## src/include/pwm_cfg.svh

```systemverilog
// constants for the sawtooth pwm block with dead time
// assumes inclusion by bare name from include/
`ifndef PWM_CFG_SVH
`define PWM_CFG_SVH

// ****************************************************************
// widths
// ****************************************************************
`define CNT_W 16
`define DT_W 12
`define CH_N 3
`define CMP_N 5
`define ADDR_W 8

// ****************************************************************
// register byte offsets
// ****************************************************************
`define OFS_TIMER_CONTROL 8'h00
`define OFS_OUTPUT_MODE 8'h04
`define OFS_PERIOD_BUFFER 8'h08
`define OFS_DUTY_BUFFER_0 8'h0C
`define OFS_DEAD_TIME_RELOAD 8'h20
`define OFS_PWM_COUNTER 8'h24
`define OFS_PERIOD_COMPARE 8'h28
`define OFS_DUTY_COMPARE_0 8'h2C
`define OFS_STATUS 8'h40

// ****************************************************************
// field layout and reset values
// ****************************************************************
`define CTRL_W 9
`define OMODE_W 2
`define PRESCALE_MAX 3'h5
`define DT_IDLE 12'hFFF
`define DT_ZERO 12'h000
`define CNT_ZERO 16'h0000
`define CNT_ONE 16'h0001
`define PRESC_W 5

`endif

```

## src/include/pwm_pkg.sv

```systemverilog
// types for the sawtooth pwm block with dead time
// assumes pwm_cfg.svh is on the include path
`include "pwm_cfg.svh"

package pwm_pkg;

	// ****************************************************************
	// modes and register layouts
	// ****************************************************************
	typedef enum logic [1:0] {
		MODE_TRI_SYM,
		MODE_TRI_ASYM,
		MODE_SAW,
		MODE_RSVD
	} mode_t;

	typedef struct packed {
		logic count_enable_bit;
		logic dead_time_disable;
		logic duty_xfer_enable;
		logic period_xfer_enable;
		logic [2:0] prescale_sel;
		mode_t mode_select;
	} timer_control_t;

	typedef struct packed {
		logic pins_enable;
		logic output_polarity_bit;
	} output_mode_t;

	// ****************************************************************
	// whole block state
	// ****************************************************************
	typedef struct packed {
		timer_control_t ctrl;
		output_mode_t omode;
		logic [`CNT_W-1:0] period_buffer;
		logic [`CNT_W-1:0] period_compare;
		logic [`CMP_N-1:0][`CNT_W-1:0] duty_buffer;
		logic [`CMP_N-1:0][`CNT_W-1:0] duty_compare;
		logic [`DT_W-1:0] dead_time_reload;
		logic [`CNT_W-1:0] pwm_counter;
		logic count_down;
		logic [`PRESC_W-1:0] presc;
		logic ce_prev;
		logic [`CH_N-1:0] phase_ff;
		logic [`CH_N-1:0][`DT_W-1:0] dead_time_timer;
		logic [`CH_N-1:0] pos_pin;
		logic [`CH_N-1:0] neg_pin;
		logic period_irq;
		logic under_irq;
		logic [`CMP_N-1:0] duty_irq;
		logic [31:0] rdata;
	} state_t;

endpackage

```

## src/core/sawtooth_pwm_dead_time.sv

```systemverilog
// six-output pwm generator: sawtooth and triangular counting, dead time
// assumes a plain register port and gate drivers on the six pins
`include "pwm_cfg.svh"
`timescale 1ns/1ps
`default_nettype none

module sawtooth_pwm_dead_time #(
	parameter bit IS_UNIT0 = 1'b0
) (
	// clock and reset
	input wire logic mclk,
	input wire logic rst_n,
	// register port
	input wire logic [`ADDR_W-1:0] reg_addr,
	input wire logic [31:0] reg_wdata,
	input wire logic reg_wr,
	input wire logic reg_rd,
	output logic [31:0] reg_rdata,
	// pwm pins, enable low while driving
	output logic [`CH_N-1:0] pwm_out_positive,
	output logic [`CH_N-1:0] pwm_out_negative,
	output logic [`CH_N-1:0] pwm_positive_oe_n,
	output logic [`CH_N-1:0] pwm_negative_oe_n,
	// events, one-cycle pulses
	output logic period_match_irq,
	output logic underflow_irq,
	output logic [`CMP_N-1:0] duty_match_irq
);

	// ****************************************************************
	// decode helpers
	// ****************************************************************
	// slot 0..4 of a block of compare words, or 7 when outside it
	function automatic logic [2:0] slot_of(
		input logic [`ADDR_W-1:0] addr,
		input logic [`ADDR_W-1:0] base
	);
		logic [`ADDR_W-1:0] d;
		d = addr - base;
		if (addr >= base && d[1:0] == 2'b00 && d[`ADDR_W-1:2] < `CMP_N)
			slot_of = d[4:2];
		else
			slot_of = 3'h7;
	endfunction

	// counts of base clocks per count tick are 1,2,4,8,16,32
	function automatic logic [`PRESC_W-1:0] tick_mask(
		input logic [2:0] sel
	);
		logic [2:0] s;
		s = (sel > `PRESCALE_MAX) ? `PRESCALE_MAX : sel;
		tick_mask = `PRESC_W'((6'h01 << s) - 6'h01);
	endfunction

	// ****************************************************************
	// state
	// ****************************************************************
	pwm_pkg::state_t s;
	pwm_pkg::state_t next_s;

	logic [2:0] wslot;
	logic [2:0] rslot;
	logic [2:0] cslot;
	logic start;
	logic tick;
	logic saw;
	logic top;
	logic bottom;
	logic period_hit;
	logic xfer_now;
	logic [`CNT_W-1:0] duty_eff;
	logic [`CMP_N-1:0] duty_hit;
	logic [`CH_N-1:0] pos_act;
	logic [`CH_N-1:0] neg_act;

	always_comb begin
		next_s = s;
		wslot = slot_of(reg_addr, `OFS_DUTY_BUFFER_0);
		rslot = slot_of(reg_addr, `OFS_DUTY_BUFFER_0);
		cslot = slot_of(reg_addr, `OFS_DUTY_COMPARE_0);
		start = 1'b0;
		tick = 1'b0;
		saw = 1'b0;
		top = 1'b0;
		bottom = 1'b0;
		period_hit = 1'b0;
		xfer_now = 1'b0;
		duty_eff = `CNT_ZERO;
		duty_hit = '0;
		pos_act = '0;
		neg_act = '0;

		// ************************************************************
		// register writes
		// ************************************************************
		if (reg_wr) begin
			if (reg_addr == `OFS_TIMER_CONTROL) begin
				next_s.ctrl = pwm_pkg::timer_control_t'(reg_wdata[`CTRL_W-1:0]);
			end else if (reg_addr == `OFS_OUTPUT_MODE) begin
				next_s.omode = pwm_pkg::output_mode_t'(reg_wdata[`OMODE_W-1:0]);
			end else if (reg_addr == `OFS_PERIOD_BUFFER) begin
				next_s.period_buffer = reg_wdata[`CNT_W-1:0];
				// without transfer the compare follows the buffer at once
				if (!s.ctrl.period_xfer_enable)
					next_s.period_compare = reg_wdata[`CNT_W-1:0];
			end else if (reg_addr == `OFS_DEAD_TIME_RELOAD) begin
				next_s.dead_time_reload = reg_wdata[`DT_W-1:0];
			end else if (wslot != 3'h7) begin
				next_s.duty_buffer[wslot] = reg_wdata[`CNT_W-1:0];
				if (!s.ctrl.duty_xfer_enable)
					next_s.duty_compare[wslot] = reg_wdata[`CNT_W-1:0];
			end
		end

		// ************************************************************
		// register reads, data stand one cycle only
		// ************************************************************
		next_s.rdata = 32'h0000_0000;
		if (reg_rd) begin
			if (reg_addr == `OFS_TIMER_CONTROL)
				next_s.rdata[`CTRL_W-1:0] = s.ctrl;
			else if (reg_addr == `OFS_OUTPUT_MODE)
				next_s.rdata[`OMODE_W-1:0] = s.omode;
			else if (reg_addr == `OFS_PERIOD_BUFFER)
				next_s.rdata[`CNT_W-1:0] = s.period_buffer;
			else if (reg_addr == `OFS_DEAD_TIME_RELOAD)
				next_s.rdata[`DT_W-1:0] = s.dead_time_reload;
			else if (reg_addr == `OFS_PWM_COUNTER)
				next_s.rdata[`CNT_W-1:0] = s.pwm_counter;
			else if (reg_addr == `OFS_PERIOD_COMPARE)
				next_s.rdata[`CNT_W-1:0] = s.period_compare;
			else if (reg_addr == `OFS_STATUS)
				next_s.rdata[7:0] = {1'b0, s.count_down, s.neg_pin[2],
					s.pos_pin[2], 1'b0, s.phase_ff};
			else if (rslot != 3'h7)
				next_s.rdata[`CNT_W-1:0] = s.duty_buffer[rslot];
			else if (cslot != 3'h7)
				next_s.rdata[`CNT_W-1:0] = s.duty_compare[cslot];
		end

		// ************************************************************
		// counter and prescaler
		// ************************************************************
		saw = (s.ctrl.mode_select == pwm_pkg::MODE_SAW);
		start = s.ctrl.count_enable_bit & ~s.ce_prev;
		next_s.ce_prev = s.ctrl.count_enable_bit;
		tick = s.ctrl.count_enable_bit & ~start &
			((s.presc & tick_mask(s.ctrl.prescale_sel)) ==
			tick_mask(s.ctrl.prescale_sel));
		next_s.presc = s.ctrl.count_enable_bit ?
			`PRESC_W'(s.presc + `PRESC_W'(1)) : '0;
		next_s.period_irq = 1'b0;
		next_s.under_irq = 1'b0;
		next_s.duty_irq = '0;

		// zero period is never written by software
		top = (s.pwm_counter == s.period_compare) &&
			(saw || !s.count_down);
		bottom = (s.pwm_counter == `CNT_ZERO) && s.count_down && !saw;
		period_hit = tick & top;

		// which events copy buffers into compares
		unique case (s.ctrl.mode_select)
			pwm_pkg::MODE_SAW: xfer_now = period_hit;
			pwm_pkg::MODE_TRI_ASYM: xfer_now = period_hit | (tick & bottom);
			pwm_pkg::MODE_TRI_SYM: xfer_now = tick & bottom;
			default: xfer_now = 1'b0;
		endcase

		if (!s.ctrl.count_enable_bit) begin
			// stopped: positive idle, negative active
			next_s.pwm_counter = `CNT_ZERO;
			next_s.count_down = 1'b0;
			next_s.phase_ff = '0;
		end else if (start) begin
			next_s.pwm_counter = `CNT_ZERO;
			next_s.count_down = 1'b0;
			next_s.phase_ff = '1;
		end else if (tick) begin
			// counter runs 0..period: period+1 counts in sawtooth, 2*period in triangle
			if (saw) begin
				if (top) begin
					next_s.pwm_counter = `CNT_ZERO;
					next_s.period_irq = 1'b1;
				end else begin
					next_s.pwm_counter = s.pwm_counter + `CNT_ONE;
				end
			end else if (top) begin
				next_s.count_down = 1'b1;
				next_s.pwm_counter = s.pwm_counter - `CNT_ONE;
				next_s.period_irq = 1'b1;
			end else if (bottom) begin
				next_s.count_down = 1'b0;
				next_s.pwm_counter = s.pwm_counter + `CNT_ONE;
				next_s.under_irq = 1'b1;
			end else begin
				next_s.pwm_counter = s.count_down ?
					s.pwm_counter - `CNT_ONE : s.pwm_counter + `CNT_ONE;
			end

			// duty matches use a value copied in this very cycle
			for (int c = 0; c < `CMP_N; c++) begin
				duty_eff = (xfer_now && s.ctrl.duty_xfer_enable) ?
					s.duty_buffer[c] : s.duty_compare[c];
				duty_hit[c] = (s.pwm_counter == duty_eff);
			end

			// phase flip-flops, reset has priority over set
			for (int c = 0; c < `CH_N; c++) begin
				if (saw) begin
					if (duty_hit[c])
						next_s.phase_ff[c] = 1'b0;
					else if (top)
						next_s.phase_ff[c] = 1'b1;
					// no match above period: flip-flop holds
				end else if (duty_hit[c]) begin
					// at the top the match counts as falling
					next_s.phase_ff[c] = !(s.count_down || top);
				end
			end

			// duty events; above-period values never match
			for (int c = 0; c < `CMP_N; c++) begin
				if (!(IS_UNIT0 && c < `CH_N))
					next_s.duty_irq[c] = duty_hit[c];
			end
		end

		// ************************************************************
		// buffer transfer
		// ************************************************************
		if (xfer_now) begin
			if (s.ctrl.period_xfer_enable)
				next_s.period_compare = s.period_buffer;
			if (s.ctrl.duty_xfer_enable)
				next_s.duty_compare = s.duty_buffer;
		end

		// ************************************************************
		// dead time and pins
		// ************************************************************
		for (int c = 0; c < `CH_N; c++) begin
			if (s.ctrl.dead_time_disable) begin
				next_s.dead_time_timer[c] = `DT_IDLE;
			end else if (next_s.phase_ff[c] != s.phase_ff[c]) begin
				// reload..0 then FFF: reload+1 cycles
				next_s.dead_time_timer[c] = s.dead_time_reload;
			end else if (s.dead_time_timer[c] != `DT_IDLE) begin
				next_s.dead_time_timer[c] = s.dead_time_timer[c] -
					`DT_W'(1);
			end
			// a phase shorter than dead time never turns on
			pos_act[c] = s.phase_ff[c] &&
				(s.dead_time_timer[c] == `DT_IDLE);
			neg_act[c] = !s.phase_ff[c] &&
				(s.dead_time_timer[c] == `DT_IDLE);
			// active low by default: invert both
			next_s.pos_pin[c] = pos_act[c] ^ !s.omode.output_polarity_bit;
			next_s.neg_pin[c] = neg_act[c] ^ !s.omode.output_polarity_bit;
		end
	end

	// ****************************************************************
	// state register
	// ****************************************************************
	always_ff @(posedge mclk) begin
		if (!rst_n) begin
			s <= '0;
			s.dead_time_timer <= {`CH_N{`DT_IDLE}};
			s.pos_pin <= '1;
			s.neg_pin <= '0;
		end else begin
			s <= next_s;
		end
	end

	// ****************************************************************
	// outputs
	// ****************************************************************
	// pins float until output mode drives them
	assign pwm_positive_oe_n = {`CH_N{!s.omode.pins_enable}};
	assign pwm_negative_oe_n = {`CH_N{!s.omode.pins_enable}};
	assign pwm_out_positive = s.pos_pin;
	assign pwm_out_negative = s.neg_pin;
	assign period_match_irq = s.period_irq;
	assign underflow_irq = s.under_irq;
	assign duty_match_irq = s.duty_irq;
	assign reg_rdata = s.rdata;

endmodule // sawtooth_pwm_dead_time

`default_nettype wire

```

## config.mk

```make
export PLATFORM = sky130hd
export DESIGN_NAME = sawtooth_pwm_dead_time
export DESIGN_NICKNAME = d
export VERILOG_FILES = /design/src/include/pwm_pkg.sv /design/src/core/sawtooth_pwm_dead_time.sv
export VERILOG_INCLUDE_DIRS = /design/src /design/src/include
export SDC_FILE = /design/constraint.sdc
export NUM_CORES = 1
export LEC_CHECK = 0
export BUFFER_PORTS_ARGS = -buffer_cell sky130_fd_sc_hd__buf_2
export CAP_MARGIN = 0
export CORE_MARGIN = 2
export CORE_UTILIZATION = 41
export DETAILED_ROUTE_END_ITERATION = 6
export PLACE_DENSITY = 0.59
export SYNTH_ARGS = -nofsm -noshare
export SYNTH_HDL_FRONTEND = slang
export SYNTH_SLANG_ARGS = --single-unit
```

## constraint.sdc

```tcl
create_clock -name mclk -period 3.39 [get_ports mclk]
set_input_delay 0.1695 -clock mclk [delete_from_list [all_inputs] [get_ports mclk]]
set_output_delay 0.1695 -clock mclk [all_outputs]
set_load 0.005 [all_outputs]
```

==> impl_metrics.py, run 1 <==
metrics = {
    "placed_design": {
        "gp_routability_congestion": 0.9914,
        "dp_hpwl_um": 47630,
        "io_buffers": 62,
        "pre_cts_slack_ns": -0.2397,
        "post_dp_cell_area_sq_um": 18500,
    },
    "power": {
        "clockPowerShare_pct": 48.2,
        "seq_power_share_pct": 45.5,
        "ir_worst_vdd_mv": 0.3369,
        "power.net_switching_mw": 2.001,
        "combPwrFrac_pct": 6.3,
        "power.static_leakage_nw": 8.496,
        "intPower_mw": 6.058,
        "power_per_cell_area_nw_per_um2": 405.9,
        "swShare_pct": 24.83,
    },
    "route": {
        "detail_route.first_pass.iterations": 7,
        "drt-total-wl_um": 67430,
        "post_drt_wl_per_cell_um": 24.76,
        "vias": 16590,
        "post-route-drc-count": 7,
        "routed_via_density": 6.089,
        "dr.first_iter.drc_count": 1821,
        "antenna_viol_nets_final": 0,
    },
    "layout": {
        "fill_cells": 4269,
        "drive_gt1_share_pct": 13.31,
        "most_frequent_cells_in_the_layout": "dfxtp_1, nand2_1, nor2_1, mux2i_1, a21oi_1",
        "antenna_cells": 0,
        "multi_input_area_sq_um": 10520,
        "area.sequential_sq_um": 6126,
        "areaGrowthSynthToFinish_pct": 12.47,
        "non_filler_cell_area_final_sq_um": 19850,
        "final_net_count": 2213,
        "layout_commonest_cell": "dfxtp_1",
    },
    "setup_path": {
        "slowest_stage": "or4_4",
        "end_kind": "register",
        "crit_path_cell_trace": "or4_4, or4_4, or4_4, o32a_4, mux2i_1, a21o_1, nor2_4, mux2i_4, buf_12, buf_12, mux2i_1",
        "rrSetupSlack_ns": -0.02,
        "type_of_the_worst_setup_path": "register to register",
        "start_kind": "register",
        "crit-reg2reg-launch": "s[99]",
        "timing.critical_path.required_ns": 3.86,
        "r2r_end": "s[68]",
        "worstPathMaxFanout": 6,
        "crit_top_cell": "or4_4",
        "worst_setup_path_startpoint": "s[99]",
        "ff2ff_path_depth": 11,
        "data_arrival_time_of_the_worst_path_ns": 3.88,
        "cpPeakStageDelay_ns": 0.55,
    },
    "sta": {
        "maxClockFrequency_mhz": 293.0,
        "maxSlewViolCount": 0,
        "final.setup_skew_ns": 0.02262,
        "slew-limit-headroom_pct": 44.99,
        "hold_viol_final": 0,
        "worst_slack_ns": -0.02323,
        "period_minus_slack_ns": 3.413,
        "min_period_over_period_pct": 100.7,
        "grt_setup_unrepaired": "yes",
        "tns_ns": -0.07374,
        "worst_slew_pin_slew_ns": 0.8228,
        "finalSetupViolCount": 6,
    },
    "status": {
        "violations": "DRC, setup timing",
        "status": "complete, but fails checks",
    },
    "yosys": {
        "synth_area_sq_um": 17650,
        "synth_ff_type": "dfxtp_1",
        "register_area_share_after_synthesis_pct": 34.70,
        "postSynthRegisterBits": 306,
        "netlist-cell-type-count": 70,
        "yosysWarnings": 0,
        "synthesis.area_per_instance_sq_um": 8.187,
        "async_reset_ff_share_pct": 0,
        "synth_enable_flop_cells": 0,
        "netlist_instances": 2156,
    },
    "clock_network": {
        "cts.sinks": 306,
        "worstSkewPairLatency_ns": 0.56,
        "cts.path.max_buffers": 3,
        "path_clk_slew_ns": 0.06,
        "cts-htree-levels": 2,
        "clk_root_buffer_cell": "clkbuf_16",
        "tritoncts.num_buffers": 37,
        "clock_tree_from_tritoncts": "built",
    },
    "die": {
        "core_area_sq_um": 42790,
        "design.die.area_sq_um": 44730,
        "ios": 95,
        "die_w_um": 211.5,
        "placement_rows": 76,
        "dieHeight_um": 211.5,
        "initial_core_util_pct": 41.25,
    },
    "min_path": {
        "hold_class": "input port to register",
        "hold_depth": 3,
        "hold_path.startpoint": "reg_wdata[14]",
    },
    "global_route": {
        "grt_max_degree": 108,
        "grtUsageTotal_pct": 29.88,
        "global_route_wire_length_before_repair_um": 100300,
        "grt_total_ovfl": 0,
        "grt_antenna_before_repair": 1,
        "number_of_global_route_vias_before_repair": 15580,
    },
    "flow_run": {
        "drv.max_cap_violation_count": 0,
    },
}
[final cells by class]
type | count | share of cell area (%)
multi-input cells | 1610 | 52.96
flip-flops and latches | 306 | 30.85
repair buffers | 172 | 6.428
clock buffers | 47 | 5.105
well taps | 546 | 3.441
clock inverters | 15 | 0.6806
inverters | 28 | 0.5294
[power groups by stage]
| stage | registers, mW | logic (mW) | clock network [mW] |
|---|---|---|---|
| after floorplan | 3.73 | 0.345 | 0 |
| after global placement | 3.74 | 0.487 | 0 |
| after detailed placement | 3.74 | 0.497 | 0 |
| after CTS | 3.66 | 0.502 | 3.94 |
| after global routing | 3.66 | 0.549 | 4.06 |
| final | 3.66 | 0.510 | 3.89 |
[synth_stat cells, types with 5 or more instances]
cell type	n	area share, %
clkbuf_1	151	3.2
o221ai_1	46	2.3
nor2_1	243	5.2
xnor2_1	94	4.7
and3_1	16	0.57
buf_1	17	0.36
inv_1	27	0.57
dfxtp_1	306	35
o211ai_1	7	0.30
a31oi_1	7	0.25
mux4_2	13	1.7
mux2_2	20	1.3
buf_4	51	2.2
mux2i_1	159	9.0
nand2b_1	11	0.39
a21oi_1	100	2.8
a311oi_1	8	0.40
ha_1	14	0.99
nand3b_1	5	0.21
nor4_1	33	1.2
o22ai_1	14	0.50
or4_1	6	0.26
nand2_1	258	5.5
o21ai_0	85	2.4
nand3_1	59	1.7
or3_1	12	0.43
a221oi_1	7	0.35
xor2_1	86	4.3
o2111ai_1	10	0.50
nor3_1	61	1.7
o211a_1	34	1.9
a222oi_1	7	0.40
o31ai_1	5	0.21
a22oi_1	11	0.47
a211oi_1	14	0.60
nor2b_1	33	1.2
nand4_1	32	1.1
and2_1	7	0.25
buf_2	5	0.14
a21boi_0	30	1.3
[per-layer routing]
| layer | vias to the layer above | global-route usage [%] | wire (um) |
|---|---|---|---|
| met3 | 208 | 4.376 | 5178 |
| met4 | 0 | 16.61 | 4087 |
| met2 | 841 | 48.46 | 30790 |
| li1 | 7529 | - | - |
| met5 | - | 0 | 0 |
| met1 | 8009 | 38.18 | 27380 |
[stage by stage]
step | total power [mW] | cells | util (%) | hold slack (ns)
5_1_grt | 8.276 | 2724 | 46.40 | 0.06358
4_1_cts | 8.100 | 2722 | 46.34 | 0.04004
6_report | 8.059 | 2724 | 46.40 | 0.05475
2_1_floorplan | 4.073 | 2171 | - | 0.3098
3_5_place_dp | 4.237 | 2652 | 43.23 | 0.4729
3_3_place_gp | 4.227 | 2652 | 43.23 | 0.4691
[kinds of logic (layout without fill, tap and decap cells)]
kind of cell | Yosys count | in the layout | share of synthesized area, %
simple gates | 794 | 794 | 20.49
compound gates | 412 | 413 | 16.09
flops | 306 | 306 | 34.70
buf+inv | 257 | 262 | 6.819
mux | 192 | 193 | 11.95
xor+xnor | 180 | 180 | 8.931
fa+ha+maj | 14 | 14 | 0.9924
other cells | 1 | 16 | 0.02124
[how the worst max path moves through the flow]
stage	endpoint	slack, ns
4_1_cts	s[68]	-0.06
3_3_place_gp	s[51]	-0.16
2_1_floorplan	s[59]	-0.19
5_1_grt	s[62]	-0.12
6_report	s[68]	-0.02
3_5_place_dp	s[55]	-0.24
[worst max-delay path: cells and delay by family (launching register included)]
kind            cells  cell delay, ns
compound gates      2            0.50
buf+inv             2            0.27
flops               1            0.31
mux                 3            0.60
simple gates        4            1.65
[repair_timing]
action                     CTS  global route
pin swaps                    8             5
hold endpoints to repair     2             0
buffers inserted             3             2
setup endpoints to repair   26            38
gates resized for setup     14             2
gates cloned                 3             0
hold buffers                 2             0
(Power assumes the default switching activity.)
==> inputs of run 2 (changes only) <==
- PLACE_DENSITY: 0.59 -> 0.57
- clock period: 3.39 -> 3.85 ns (I/O delays scaled with it)
==> impl_metrics.py, run 2 (synthesis gave the netlist of run 1 again) <==
metrics = {
    "status": {
        "status": "complete, but fails checks",
        "violations": "DRC",
    },
    "route": {
        "antenna_viol_nets_final": 0,
        "post_drt_wl_per_cell_um": 24.63,
        "detail_route.first_pass.iterations": 7,
        "dr.first_iter.drc_count": 1531,
        "post-route-drc-count": 4,
        "routed_via_density": 5.947,
        "vias": 16050,
        "drt-total-wl_um": 66490,
    },
    "clock_network": {
        "cts.sinks": 306,
        "clk_root_buffer_cell": "clkbuf_16",
        "cts-htree-levels": 2,
        "path_clk_slew_ns": 0.06,
        "worstSkewPairLatency_ns": 0.57,
        "cts.path.max_buffers": 3,
        "clock_tree_from_tritoncts": "built",
        "tritoncts.num_buffers": 38,
    },
    "sta": {
        "maxClockFrequency_mhz": 268.8,
        "final.setup_skew_ns": 0.03198,
        "worst_slew_pin_slew_ns": 1.043,
        "finalSetupViolCount": 0,
        "worst_slack_ns": 0.1296,
        "min_period_over_period_pct": 96.63,
        "grt_setup_unrepaired": "no",
        "slew-limit-headroom_pct": 30.46,
        "tns_ns": 0,
        "hold_viol_final": 0,
        "period_minus_slack_ns": 3.720,
        "maxSlewViolCount": 0,
    },
    "die": {
        "placement_rows": 76,
        "die_w_um": 211.5,
        "dieHeight_um": 211.5,
        "ios": 95,
        "design.die.area_sq_um": 44730,
        "core_area_sq_um": 42790,
        "initial_core_util_pct": 41.25,
    },
    "placed_design": {
        "pre_cts_slack_ns": 0.1409,
        "io_buffers": 62,
        "gp_routability_congestion": 0.9886,
        "dp_cells": 2629,
        "dp_hpwl_um": 47240,
    },
    "global_route": {
        "number_of_global_route_vias_before_repair": 15000,
        "grt_max_degree": 100,
        "grt_total_ovfl": 0,
        "global_route_wire_length_before_repair_um": 98510,
        "grtUsageTotal_pct": 29.41,
        "grt_antenna_before_repair": 1,
    },
    "power": {
        "power_per_cell_area_nw_per_um2": 377.2,
        "ir_worst_vdd_mv": 0.2733,
        "power.static_leakage_nw": 8.377,
    },
    "setup_path": {
        "data_arrival_time_of_the_worst_path_ns": 4.12,
        "start_kind": "register",
        "worstPathMaxFanout": 12,
        "type_of_the_worst_setup_path": "register to register",
        "end_kind": "register",
        "timing.critical_path.required_ns": 4.25,
    },
    "layout": {
        "drive_gt1_share_pct": 11.90,
        "stdcell_count": 2699,
        "final_net_count": 2183,
        "most_frequent_cells_in_the_layout": "dfxtp_1, nand2_1, nor2_1, mux2i_1, a21oi_1",
        "areaGrowthSynthToFinish_pct": 10.95,
        "fill_cells": 4182,
        "layout_commonest_cell": "dfxtp_1",
    },
    "flow_run": {
        "drv.max_cap_violation_count": 0,
    },
    "min_path": {
        "hold_class": "input port to register",
    },
}
==> run 2: path summary, 6_finish.rpt <==
kind	endpoint	cells past startpoint	start	slack (ns)
setup / recovery	s[51]	10	s[97]	0.13
hold / removal	s[285]	2	rst_n	0.05
setup reg to reg	s[51]	10	s[97]	0.13
hold reg to reg	s[107]	2	s[107]	0.48
==> run 2: critical path: stages (launching register included) <==
cell and delay, ns:
dfxtp_1 0.31, or4_4 0.57, or4_1 0.44, or4_4 0.54, o32a_4 0.34, mux2i_1 0.25
xnor2_1 0.12, nor2_1 0.15, buf_4 0.16, mux2_2 0.51, mux2i_1 0.17
==> run 2: what timing repair did <==
item,in CTS,in global routing
setup buffers,0,1
hold endpoints to repair,1,0
gates resized for setup,0,4
endpoints found under the setup margin,0,14
hold buffers,1,0
==> run 2: layer usage <==
layer	vias up	wire, um	track usage [%]
met5	-	0	0
met4	0	3669	16.29
met3	163	4497	5.162
met2	658	30370	46.69
met1	7768	27950	37.89
li1	7461	-	-
==> run 2: final cells by class <==
type	instances	area (sq um)	share of cell area, %
repair buffers	143	968.4	4.945
clock inverters	13	173.9	0.8880
clock buffers	54	1102	5.628
diodes	1	2.502	0.01278
inverters	28	105.1	0.5366
multi-input cells	1608	10420	53.22
flip-flops and latches	306	6126	31.28
well taps	546	683.2	3.488
==> run 2: stage by stage <==
step,instance area [sq um],power [mW],hold WS (ns),utilization [%]
floorplan,17710,3.586,0.3328,-
global placement,18260,3.719,0.4674,42.68
detailed placement,18260,3.722,0.4725,42.68
CTS,19550,7.432,0.03526,45.69
global route,19580,7.610,0.05967,45.76
finish,19590,7.387,0.05388,45.77
==> run 2: power breakdown <==
group	internal, mW	switching [mW]	total, mW
logic	0.146	0.290	0.436
registers	3.19	0.0309	3.22
clock network	2.26	1.47	3.73
total	5.60	1.79	7.39
==> inputs of run 3 (changes only) <==
- BUFFER_PORTS_ARGS: -buffer_cell sky130_fd_sc_hd__buf_2 -> -buffer_cell sky130_fd_sc_hd__buf_4
==> impl_metrics.py, run 3 (synthesis gave the netlist of run 1 again) <==
metrics = {
    "power": {
        "intPower_mw": 5.432,
        "clockPowerShare_pct": 48.9,
        "seq_power_share_pct": 44.8,
        "combPwrFrac_pct": 6.3,
        "power_per_cell_area_nw_per_um2": 365.5,
        "power.net_switching_mw": 1.770,
        "ir_worst_vdd_mv": 0.3481,
        "power_mw": 7.202,
        "swShare_pct": 24.58,
        "power.static_leakage_nw": 8.395,
    },
    "setup_path": {
        "crit-reg2reg-launch": "s[97]",
        "rrSetupSlack_ns": 0.07,
        "ff2ff_path_depth": 9,
        "critPathBufInv": 0,
        "timing.critical_path.required_ns": 4.25,
        "data_arrival_time_of_the_worst_path_ns": 4.18,
        "start_kind": "register",
        "worst_path_dominant_cell_family": "simple AND/OR/NAND/NOR gates",
        "type_of_the_worst_setup_path": "register to register",
        "slowest_stage": "or4_4",
        "r2r_end": "s[52]",
        "crit_path_cell_trace": "or4_4, or4_1, or4_4, o32a_2, mux2i_1, o21bai_1, nor2_1, mux2_2, mux2i_1",
        "cpPeakStageDelay_ns": 0.56,
        "end_kind": "register",
        "worstPathMaxFanout": 12,
    },
    "clock_network": {
        "cts-htree-levels": 2,
        "cts.path.max_buffers": 3,
        "path_clk_slew_ns": 0.06,
        "tritoncts.num_buffers": 37,
        "worstSkewPairLatency_ns": 0.56,
        "postCtsSetupBuffers": 0,
        "clock_tree_from_tritoncts": "built",
        "cts.sinks": 306,
        "clk_root_buffer_cell": "clkbuf_16",
    },
    "die": {
        "dieHeight_um": 211.5,
        "core_area_sq_um": 42790,
        "design.die.area_sq_um": 44730,
        "die_w_um": 211.5,
        "placement_rows": 76,
        "initial_core_util_pct": 41.25,
        "ios": 95,
    },
    "sta": {
        "worst_slew_pin_slew_ns": 1.071,
        "maxClockFrequency_mhz": 264.6,
        "hold_slack_ns": 0.03696,
        "min_period_over_period_pct": 98.17,
        "period_minus_slack_ns": 3.780,
        "hold_viol_final": 0,
        "slew-limit-headroom_pct": 28.54,
        "final.setup_skew_ns": 0.02482,
        "finalSetupViolCount": 0,
        "maxSlewViolCount": 0,
    },
    "global_route": {
        "grt_total_ovfl": 0,
        "global_route_wire_length_before_repair_um": 98550,
        "grt_max_degree": 100,
        "globalRoute.busiestLayer": "met2",
        "globalRouteMet3Util_pct": 3.827,
        "global_route.usage.met2_pct": 46.91,
        "grtUsageTotal_pct": 29.26,
        "grt_antenna_before_repair": 0,
        "number_of_global_route_vias_before_repair": 15410,
        "grtUsageMet1_pct": 37.55,
    },
    "route": {
        "dr.first_iter.drc_count": 1583,
        "vias": 16370,
        "drt-total-wl_um": 65880,
        "routed_via_density": 6.054,
        "post_drt_wl_per_cell_um": 24.37,
        "antenna_viol_nets_final": 0,
        "post-route-drc-count": 6,
        "detail_route.first_pass.iterations": 7,
    },
    "flow_run": {
        "drv.max_cap_violation_count": 0,
    },
    "placed_design": {
        "io_buffers": 62,
        "gp_routability_congestion": 1.033,
        "dp_hpwl_um": 46920,
    },
    "layout": {
        "antenna_cells": 0,
        "final_net_count": 2187,
        "layout_commonest_cell": "dfxtp_1",
        "area.sequential_sq_um": 6126,
        "fill_cells": 4259,
        "multi_input_area_sq_um": 10420,
        "areaGrowthSynthToFinish_pct": 11.62,
        "most_frequent_cells_in_the_layout": "dfxtp_1, nand2_1, nor2_1, mux2i_1, buf_4",
        "drive_gt1_share_pct": 11.82,
    },
    "status": {
        "violations": "DRC",
        "status": "complete, but fails checks",
    },
    "min_path": {
        "hold_depth": 3,
        "hold_class": "input port to register",
        "hold_path.startpoint": "reg_wdata[1]",
    },
}
[run 3: changes by cell type in the layout (fill, tap and decap cells not counted), sizes merged]
| cell | previous run | this run |
|---|---|---|
| dlygate4sd3 | 1 | 8 |
| buf | 142 | 140 |
| clkbuf | 54 | 55 |
| diode | 1 | 0 |
| bufinv | 4 | 1 |
| clkinvlp | 2 | 1 |
| clkinv | 6 | 9 |
[run 3: cell type report]
cell class                 count  area share, %
sequential                   306          31.09
clock inverter                12         0.4826
tap                          546          3.467
multi-input combinational   1608          52.88
clock buffer                  55          5.664
inverter                      28         0.5334
timing repair buffer         148          5.886
[run 3: routing by layer]
layer	vias up	routed length (um)
li1	7461	-
met3	213	4339
met5	-	0
met1	7970	27390
met2	721	30010
met4	0	4149
[run 3: worst register-to-register path, stage by stage, from the launching register on]
cell	delay, ns
dfxtp_1	0.31
or4_4	0.56
or4_1	0.46
or4_4	0.54
o32a_2	0.34
mux2i_1	0.17
o21bai_1	0.21
nor2_1	0.31
mux2_2	0.56
mux2i_1	0.18
[run 3: repair_timing]
item / CTS / global route
resized for setup: 0 / 3
hold endpoints to repair: 10 / 0
hold buffers: 8 / 0
endpoints found under the setup margin: 0 / 1
[run 3: worst max path at each step]
stage                     startpoint           endpoint  cells past startpoint
after floorplan                s[97]              s[59]                     13
after global placement         s[97]              s[51]                      9
after detailed placement       s[97]  duty_match_irq[4]                     10
after CTS                      s[97]  duty_match_irq[4]                     10
after global routing           s[97]  duty_match_irq[4]                     10
final                          s[97]              s[52]                      9
[run 3: metrics by stage]
step	worst slack, ns	util [%]	TNS [ns]	cells	area [sq um]
after floorplan	0.1766	-	0	2171	17710
after global placement	0.1990	42.99	0	2628	18400
after detailed placement	0.1387	42.99	0	2628	18400
after CTS	0.1151	46.01	0	2703	19690
after global routing	-0.001420	46.05	-0.001420	2703	19700
final	0.07032	46.05	0	2703	19700
[run 3: power by group through the flow]
stage / sequential [mW] / combinational, mW / clock, mW
5_1_grt: 3.23 / 0.492 / 3.72
6_report: 3.23 / 0.453 / 3.52
3_5_place_dp: 3.29 / 0.438 / 0
2_1_floorplan: 3.28 / 0.304 / 0
3_3_place_gp: 3.29 / 0.434 / 0
4_1_cts: 3.22 / 0.446 / 3.59
